<file path="config.mk">
export PLATFORM = sky130hd
export DESIGN_NAME = micf_top
export DESIGN_NICKNAME = d
export VERILOG_FILES = /design/src/pkg/micf_pkg.sv /design/src/hdl/micf_src.sv /design/src/hdl/micf_top.sv
export VERILOG_INCLUDE_DIRS = /design/src /design/src/pkg
export SDC_FILE = /design/constraint.sdc
export NUM_CORES = 1
export LEC_CHECK = 0
export BUFFER_PORTS_ARGS = -buffer_cell sky130_fd_sc_hd__buf_2
export CAP_MARGIN = 20
export CORE_MARGIN = 2
export CORE_UTILIZATION = 45
export DETAILED_ROUTE_END_ITERATION = 8
export PLACE_DENSITY_LB_ADDON = 0.25
export SKIP_CTS_REPAIR_TIMING = 1
export SKIP_LAST_GASP = 1
export SLEW_MARGIN = 10
export SYNTH_ARGS = -nofsm -noshare
export SYNTH_HDL_FRONTEND = slang
export SYNTH_SLANG_ARGS = --single-unit
</file>
<file path="constraint.sdc">
create_clock -name clk_i -period 9.7 [get_ports clk_i]
set_input_delay 0 -clock clk_i [delete_from_list [all_inputs] [get_ports clk_i]]
set_output_delay 0 -clock clk_i [all_outputs]
set_load 0.005 [all_outputs]
</file>
<file path="src/pkg/micf_consts.svh">
// constants of the maskable interrupt control flags block
`ifndef MICF_CONSTS_SVH
`define MICF_CONSTS_SVH

// ----------------------------------------
// sources and control byte layout
// ----------------------------------------
`define MICF_NSRC 23
`define MICF_NMKA 16
`define MICF_B_REQ 7
`define MICF_B_MASK 6
`define MICF_B_MACRO 5
`define MICF_B_CTX 4
`define MICF_B_PRHI 1
`define MICF_B_PRLO 0
`define MICF_CTRL_RST 8'h43
`define MICF_CTRL_WMASK 8'hf3

// ----------------------------------------
// register word indexes (byte address = 4 * index)
// ----------------------------------------
`define MICF_W_CTRL0 6'h00
`define MICF_W_MKA 6'h18
`define MICF_W_MKB 6'h19
`define MICF_W_STAT 6'h1a
`define MICF_W_IMSK 6'h1b

// ----------------------------------------
// event status bits
// ----------------------------------------
`define MICF_EV_ACK 0
`define MICF_EV_MEND 1
`define MICF_NEV 2
`define MICF_IMSK_RST 2'h0

`endif

</file>
<file path="src/pkg/micf_pkg.sv">
// types of the maskable interrupt control flags block
package micf_pkg;
  typedef enum logic [1:0] {
    MICF_VECT  = 2'b00,
    MICF_CTX   = 2'b01,
    MICF_MACRO = 2'b10
  } micf_mode_t;
endpackage

</file>
<file path="src/hdl/micf_src.sv">
// control byte of one maskable interrupt source
`timescale 1ns/100ps
`default_nettype none
`include "micf_consts.svh"

module micf_src (
  input wire logic clk_i,            // cpu clock
  input wire logic rst_i,            // sync reset, high
  input wire logic set_i,            // source raised its request
  input wire logic ack_clr_i,        // request acknowledged by cpu
  input wire logic wr_ctrl_i,        // write of the control byte
  input wire logic [7:0] wr_dat_i,   // control byte write data
  input wire logic wr_mask_i,        // write through a mask register
  input wire logic mask_dat_i,       // mask bit from mask register
  input wire logic macro_end_i,      // macro service counter hit zero
  output logic [7:0] ctrl_o          // control byte
);

  logic [7:0] ctrl_r;
  logic [7:0] ctrl_nxt;

  always_comb begin
    ctrl_nxt = ctrl_r;
    if (wr_ctrl_i) begin
      ctrl_nxt = wr_dat_i & `MICF_CTRL_WMASK;
    end
    if (ack_clr_i && !wr_ctrl_i) begin
      ctrl_nxt[`MICF_B_REQ] = 1'b0;
    end
    // mask lives only here, both paths share the flop
    if (wr_mask_i) begin
      ctrl_nxt[`MICF_B_MASK] = mask_dat_i;
    end
    // hardware end of macro service overrides a software write
    if (macro_end_i) begin
      ctrl_nxt[`MICF_B_MACRO] = 1'b0;
    end
    // a new request wins over any clear in the same cycle
    if (set_i) begin
      ctrl_nxt[`MICF_B_REQ] = 1'b1;
    end
  end

  always_ff @(posedge clk_i) begin
    if (rst_i) begin
      ctrl_r <= `MICF_CTRL_RST;
    end else begin
      ctrl_r <= ctrl_nxt;
    end
  end

  assign ctrl_o = ctrl_r;

endmodule
`default_nettype wire

</file>
<file path="src/hdl/micf_top.sv">
// maskable interrupt control flags, arbiter and wishbone register slave
//
// The register offsets and register access over Wishbone were chosen for this implementation.
`timescale 1ns/100ps
`default_nettype none
`include "micf_consts.svh"

module micf_top (
  input wire logic clk_i,                 // 40 MHz cpu clock
  input wire logic rst_i,                 // sync reset, high
  input wire logic wb_cyc_i,              // wishbone cycle
  input wire logic wb_stb_i,              // wishbone strobe
  input wire logic wb_we_i,               // wishbone write
  input wire logic [7:2] wb_adr_i,        // wishbone word address
  input wire logic [3:0] wb_sel_i,        // wishbone byte selects
  input wire logic [31:0] wb_dat_i,       // wishbone write data
  output logic [31:0] wb_dat_o,           // wishbone read data
  output logic wb_ack_o,                  // wishbone acknowledge
  input wire logic [22:0] src_evt_i,      // request pulses, one per source
  input wire logic ack_i,                 // cpu takes presented request
  input wire logic macro_end_i,           // macro service counter reached 0
  input wire logic [4:0] macro_end_id_i,  // source whose macro service ended
  output logic req_valid_o,               // a request is presented
  output logic [4:0] req_id_o,            // presented source
  output logic [1:0] req_level_o,         // its priority level
  output micf_pkg::micf_mode_t req_mode_o, // its servicing mode
  output logic irq_o                      // unmasked event status pending
);

  localparam int NSRC = `MICF_NSRC;
  localparam int NMKA = `MICF_NMKA;

  // ----------------------------------------
  // bus decode
  // ----------------------------------------
  wire logic acc = wb_cyc_i & wb_stb_i;
  wire logic [5:0] widx = wb_adr_i;
  wire logic hit_ctrl = ((widx - `MICF_W_CTRL0) < 6'(NSRC));
  wire logic hit_mka = (widx == `MICF_W_MKA);
  wire logic hit_mkb = (widx == `MICF_W_MKB);
  wire logic hit_stat = (widx == `MICF_W_STAT);
  wire logic hit_imsk = (widx == `MICF_W_IMSK);
  // writes land on the edge at which the master sees ack
  wire logic wr_go = acc & wb_we_i & wb_ack_o;
  wire logic rd_go = acc & ~wb_we_i & wb_ack_o;
  wire logic [4:0] cidx = widx[4:0];

  // ----------------------------------------
  // per-source control bytes
  // ----------------------------------------
  logic [7:0] ctrl [NSRC];
  logic [NSRC-1:0] req_v;
  logic [NSRC-1:0] mask_v;
  logic [NSRC-1:0] macro_v;
  logic [NSRC-1:0] ctx_v;
  logic [1:0] lvl [NSRC];
  logic [NSRC-1:0] taken;
  logic [NSRC-1:0] elig;
  logic [NSRC-1:0] wr_ctrl;
  logic [NSRC-1:0] wr_mask;
  logic [NSRC-1:0] mask_dat;
  logic [NSRC-1:0] mend;

  logic req_valid_r;
  logic [4:0] req_id_r;

  genvar g;
  generate
    for (g = 0; g < NSRC; g++) begin : gsrc
      assign wr_ctrl[g] = wr_go & hit_ctrl & (cidx == 5'(g)) & wb_sel_i[0];
      if (g < NMKA) begin : gmka
        assign wr_mask[g] = wr_go & hit_mka & wb_sel_i[g / 8];
        assign mask_dat[g] = wb_dat_i[g];
      end else begin : gmkb
        assign wr_mask[g] = wr_go & hit_mkb & wb_sel_i[0];
        assign mask_dat[g] = wb_dat_i[g - NMKA];
      end
      assign taken[g] = ack_i & req_valid_r & (req_id_r == 5'(g));
      assign mend[g] = macro_end_i & (macro_end_id_i == 5'(g));
      assign req_v[g] = ctrl[g][`MICF_B_REQ];
      assign mask_v[g] = ctrl[g][`MICF_B_MASK];
      assign macro_v[g] = ctrl[g][`MICF_B_MACRO];
      assign ctx_v[g] = ctrl[g][`MICF_B_CTX];
      // the two flags read as a plain binary level
      assign lvl[g] = {ctrl[g][`MICF_B_PRHI], ctrl[g][`MICF_B_PRLO]};
      // a request just taken drops out now, so it is not shown twice
      assign elig[g] = req_v[g] & ~mask_v[g] & ~taken[g];
      micf_src u_src (
        .clk_i(clk_i),
        .rst_i(rst_i),
        .set_i(src_evt_i[g]),
        .ack_clr_i(taken[g]),
        .wr_ctrl_i(wr_ctrl[g]),
        .wr_dat_i(wb_dat_i[7:0]),
        .wr_mask_i(wr_mask[g]),
        .mask_dat_i(mask_dat[g]),
        .macro_end_i(mend[g]),
        .ctrl_o(ctrl[g])
      );
    end
  endgenerate

  // ----------------------------------------
  // arbiter
  // ----------------------------------------
  logic sel_found;
  logic [4:0] sel_id;
  logic [1:0] sel_lvl;
  micf_pkg::micf_mode_t sel_mode;

  // strict less-than keeps the lowest index among equal levels
  always_comb begin
    sel_found = 1'b0;
    sel_id = 5'h00;
    sel_lvl = 2'h3;
    for (int i = 0; i < NSRC; i++) begin
      if (elig[i] && (!sel_found || (lvl[i] < sel_lvl))) begin
        sel_found = 1'b1;
        sel_id = 5'(i);
        sel_lvl = lvl[i];
      end
    end
  end

  // macro service takes precedence over the context-switch flag
  always_comb begin
    if (macro_v[sel_id]) begin
      sel_mode = micf_pkg::MICF_MACRO;
    end else if (ctx_v[sel_id]) begin
      sel_mode = micf_pkg::MICF_CTX;
    end else begin
      sel_mode = micf_pkg::MICF_VECT;
    end
  end

  logic [1:0] req_level_r;
  micf_pkg::micf_mode_t req_mode_r;

  always_ff @(posedge clk_i) begin
    if (rst_i) begin
      req_valid_r <= 1'b0;
      req_id_r <= 5'h00;
      req_level_r <= 2'h0;
      req_mode_r <= micf_pkg::MICF_VECT;
    end else begin
      req_valid_r <= sel_found;
      req_id_r <= sel_id;
      req_level_r <= sel_lvl;
      req_mode_r <= sel_mode;
    end
  end

  assign req_valid_o = req_valid_r;
  assign req_id_o = req_id_r;
  assign req_level_o = req_level_r;
  assign req_mode_o = req_mode_r;

  // ----------------------------------------
  // event status, mask and interrupt
  // ----------------------------------------
  logic [`MICF_NEV-1:0] stat_r;
  logic [`MICF_NEV-1:0] imsk_r;
  logic [31:0] dat_r;
  logic ack_r;
  logic irq_r;

  wire logic [`MICF_NEV-1:0] ev = {macro_end_i, ack_i & req_valid_r};
  // clear only what the read returned; a new event in that cycle survives
  wire logic [`MICF_NEV-1:0] stat_clr = (rd_go & hit_stat) ? dat_r[`MICF_NEV-1:0] : '0;
  wire logic [`MICF_NEV-1:0] stat_nxt = (stat_r & ~stat_clr) | ev;
  wire logic imsk_wr = wr_go & hit_imsk & wb_sel_i[0];
  wire logic [`MICF_NEV-1:0] imsk_nxt = imsk_wr ? wb_dat_i[`MICF_NEV-1:0] : imsk_r;

  // ----------------------------------------
  // read mux and bus answer
  // ----------------------------------------
  wire logic [31:0] mka_val = {16'h0000, mask_v[NMKA-1:0]};
  wire logic [31:0] mkb_val = {25'h0000000, mask_v[NSRC-1:NMKA]};
  wire logic [31:0] ctrl_val = {24'h000000, ctrl[cidx]};
  wire logic [31:0] stat_val = {30'h00000000, stat_r};
  wire logic [31:0] imsk_val = {30'h00000000, imsk_r};
  wire logic [31:0] rd_mux = hit_ctrl ? ctrl_val :
                             hit_mka ? mka_val :
                             hit_mkb ? mkb_val :
                             hit_stat ? stat_val :
                             hit_imsk ? imsk_val : 32'h00000000;
  wire logic ack_nxt = acc & ~ack_r;

  always_ff @(posedge clk_i) begin
    if (rst_i) begin
      ack_r <= 1'b0;
      dat_r <= 32'h00000000;
      stat_r <= '0;
      imsk_r <= `MICF_IMSK_RST;
      irq_r <= 1'b0;
    end else begin
      ack_r <= ack_nxt;
      if (ack_nxt && !wb_we_i) begin
        dat_r <= rd_mux;
      end
      stat_r <= stat_nxt;
      imsk_r <= imsk_nxt;
      irq_r <= |(stat_nxt & imsk_nxt);
    end
  end

  assign wb_ack_o = ack_r;
  assign wb_dat_o = dat_r;
  assign irq_o = irq_r;

  // ----------------------------------------
  // checks
  // ----------------------------------------
  logic [NSRC-1:0] elig_q;
  logic [NSRC-1:0] mac_q;
  logic [1:0] lvl_q [NSRC];
  logic beaten;
  wire logic mk_wr = |wr_ctrl | |wr_mask;

  always_ff @(posedge clk_i) begin
    elig_q <= elig;
    mac_q <= macro_v;
    lvl_q <= lvl;
  end

  always_comb begin
    beaten = 1'b0;
    for (int j = 0; j < NSRC; j++) begin
      if (elig_q[j] && ((lvl_q[j] < req_level_r) ||
          ((lvl_q[j] == req_level_r) && (5'(j) < req_id_r)))) begin
        beaten = 1'b1;
      end
    end
  end
endmodule
`default_nettype wire

</file>
==> impl_metrics.py <==
metrics = {
    "run_status": {
        "status": "completed",
    },
    "drt": {
        "ant_nets": 0,
        "drc_errors": 0,
        "num_vias": 10700,
        "vias_per_cell": 6.16,
        "drtIter0Drc": 1150,
        "totalWireLength_um": 38200,
        "dr.pass1.iters": 6,
        "wire_per_inst_um": 21.9,
    },
    "grt": {
        "grt_pass1_wl_um": 57700,
        "antenna_found_initial": 0,
        "overflow": 0,
        "grt_use_total_pct": 29.2,
        "first_global_vias": 9776,
        "grt_max_degree": 60,
    },
    "logic_synthesis": {
        "ys_types": 90,
        "syn_area_mm2": 0.0110,
        "ys_seq_area_share_pct": 31.0,
        "synth_area_leaders": "dfxtp_1 31%, mux2i_1 11%, mux4_2 8.0%",
        "syn_inst": 1312,
        "synth_top_area_share_pct": 31.0,
        "synth-edff-count": 0,
        "avgSynthCellArea_um2": 8.38,
        "synth_seq_cells": 170,
        "yosysTopAreaCell": "dfxtp_1",
        "yosysWarnings": 0,
        "async_reset_ff_share_pct": 0,
        "synth_ff_type": "dfxtp_1",
    },
    "worst_setup_path": {
        "critical-path-top-delay-family": "simple AND/OR/NAND/NOR gates",
        "worstPathMaxFanout": 20,
        "r2r-end": "req_mode_o[1]$_SDFF_PP0_",
        "slowest_delay_ns": 0.74,
        "r2r_cells": 34,
        "cp.required_ns": 10.00,
        "slowest_stage": "or4_1",
        "reg2reg_slack_ns": 0.75,
        "path_buf_inv": 0,
        "critPathKind": "reg -> reg",
        "end_kind": "flop",
        "startpoint_type": "flop",
        "r2r_start": "req_id_o[1]$_SDFF_PP0_",
        "crit_start": "req_id_o[1]$_SDFF_PP0_",
        "arrival_ns": 9.25,
    },
    "clock_network": {
        "cts_tree": "yes",
        "clk_pin_slew_ns": 0.07,
        "clk_latency_ns": 0.44,
        "cts_sinks": 170,
        "htreeDepth": 4,
        "numCtsBuffers": 17,
        "clockBufferDepth": 2,
        "clock-root-buffer": "clkbuf_16",
    },
    "sta": {
        "finalCriticalPeriod_ns": 8.95,
        "setup_viol": 0,
        "fin_tns_setup_ns": 0,
        "slew_headroom_pct": 18.6,
        "fin_crit_sh_pct": 92.2,
        "tightest_slew_ns": 1.22,
        "rsz0062_at_grt": "no",
        "timing_hold_violations_final": 0,
        "setup_slack_ns": 0.752,
        "max_freq_ghz": 0.112,
        "skew_ns": 0.0100,
        "holdWs_ns": 0.00327,
        "finalMaxSlewViolations": 0,
    },
    "min_path": {
        "min-delay-start": "wb_we_i",
        "hold_path_class": "in -> reg",
        "whs_endpoint": "wb_dat_o[5]$_SDFFE_PP0P_",
        "whs_path_depth": 4,
    },
    "power_and_ir_drop": {
        "peakVddDrop_uv": 68.4,
        "leakage_nw": 4.67,
        "fin_total_pwr_mw": 1.52,
        "p_per_area_mw_per_mm2": 121,
    },
    "placed_design": {
        "place_congestion": 0.937,
        "place_inst": 1662,
        "placement.io_buffers": 86,
        "place_hpwl_um": 27600,
        "postPlaceCellArea_mm2": 0.0116,
        "post-place-ws_ns": 0.630,
    },
    "job": {
        "maxCapViolations": 0,
    },
    "final_layout": {
        "drive_above_1_share_pct": 16.6,
        "num_antenna_cells": 0,
        "final_cells": 1739,
        "nets": 1481,
        "fin_area_mm2": 0.0126,
        "utilization_pct": 52.2,
        "area_growth_syn_to_layout_pct": 14.7,
    },
    "die": {
        "start_util_pct": 45.5,
        "die_h_um": 160,
        "core-area_mm2": 0.0242,
        "dieArea_mm2": 0.0257,
        "die_w_um": 160,
        "row_count": 57,
        "pin_count": 121,
    },
}
## synthesized netlist by cell type (18+ instances only)
| library cell | instances |
|---|---|
| nor3_1 | 27 |
| or2_2 | 27 |
| a21oi_1 | 43 |
| nor2b_1 | 31 |
| a211oi_1 | 58 |
| nor2_1 | 187 |
| mux4_2 | 39 |
| nand3_1 | 25 |
| clkbuf_1 | 50 |
| nand2_1 | 134 |
| inv_1 | 29 |
| mux2i_1 | 123 |
| o211ai_1 | 20 |
| buf_4 | 18 |
| o21ai_0 | 62 |
| dfxtp_1 | 170 |
| o22ai_1 | 18 |
## layer usage
metal | share of wire [%] | global-route usage, % | vias up
li1 | - | - | 5011
met1 | 42 | 39.0 | 5087
met2 | 46 | 46.6 | 526
met3 | 8.6 | 5.51 | 85
met4 | 3.6 | 12.0 | 0
met5 | 0 | 0 | -
## tightest hold or removal path, cell delays in order
cell    delay (ns)
buf_2         0.15
nor3_1        0.10
nor2_1        0.09
nor3_1        0.05
## registers in the layout, summed over array words and instances (netlist names)
name               flops
req_id_o               5
req_mode_o             2
stat_r                 2
wb_dat_o              16
imsk_r                 2
req_level_o            2
irq_o                  1
req_valid_o            1
gsrc.u_src.ctrl_o    138
wb_ack_o               1
## placed cells by master (no fill, tap or decap), drive strengths merged, types with 39 or more instances in the layout
master / n
nand2: 137
a211oi: 58
mux2i: 123
o21ai: 67
buf: 101
dfxtp: 170
a21oi: 46
nor2: 187
mux4: 39
dlygate4sd3: 43
## power by group
part	internal [mW]	switching (mW)
clock	0.372	0.310
combinational	0.0495	0.0763
sequential	0.707	0.00660
## cell families (layout without fill, tap and decap cells)
logic type | after synthesis | count (layout) | synth area share, %
buf+inv | 118 | 206 | 4.78
fa+ha+maj | 4 | 4 | 0.410
simple gates | 520 | 520 | 22.4
mux | 171 | 171 | 20.1
other cells | 1 | 16 | 0.0341
flops | 170 | 170 | 31.0
compound gates | 328 | 328 | 21.3
## area by class of cell
cell class | instances | area [µm²]
well taps | 324 | 405
clock buffers | 21 | 460
fillers | 2295 | 11600
inverters | 30 | 113
multi-input cells | 1039 | 7120
clock inverters | 11 | 113
flip-flops and latches | 170 | 3400
repair buffers | 144 | 990
## worst max path at each step
| stage | end | slack [ns] | cells past startpoint |
|---|---|---|---|
| finish | req_mode_o[1]$_SDFF_PP0_ | 0.75 | 34 |
| global route | req_mode_o[1]$_SDFF_PP0_ | 0.17 | 31 |
| CTS | req_mode_o[1]$_SDFF_PP0_ | 0.60 | 33 |
| detailed placement | req_mode_o[1]$_SDFF_PP0_ | 0.63 | 33 |
| global placement | req_mode_o[1]$_SDFF_PP0_ | 0.69 | 33 |
| floorplan | req_mode_o[1]$_SDFF_PP0_ | 1.77 | 37 |
No activity file was read; power rests on OpenSTA's default activity.
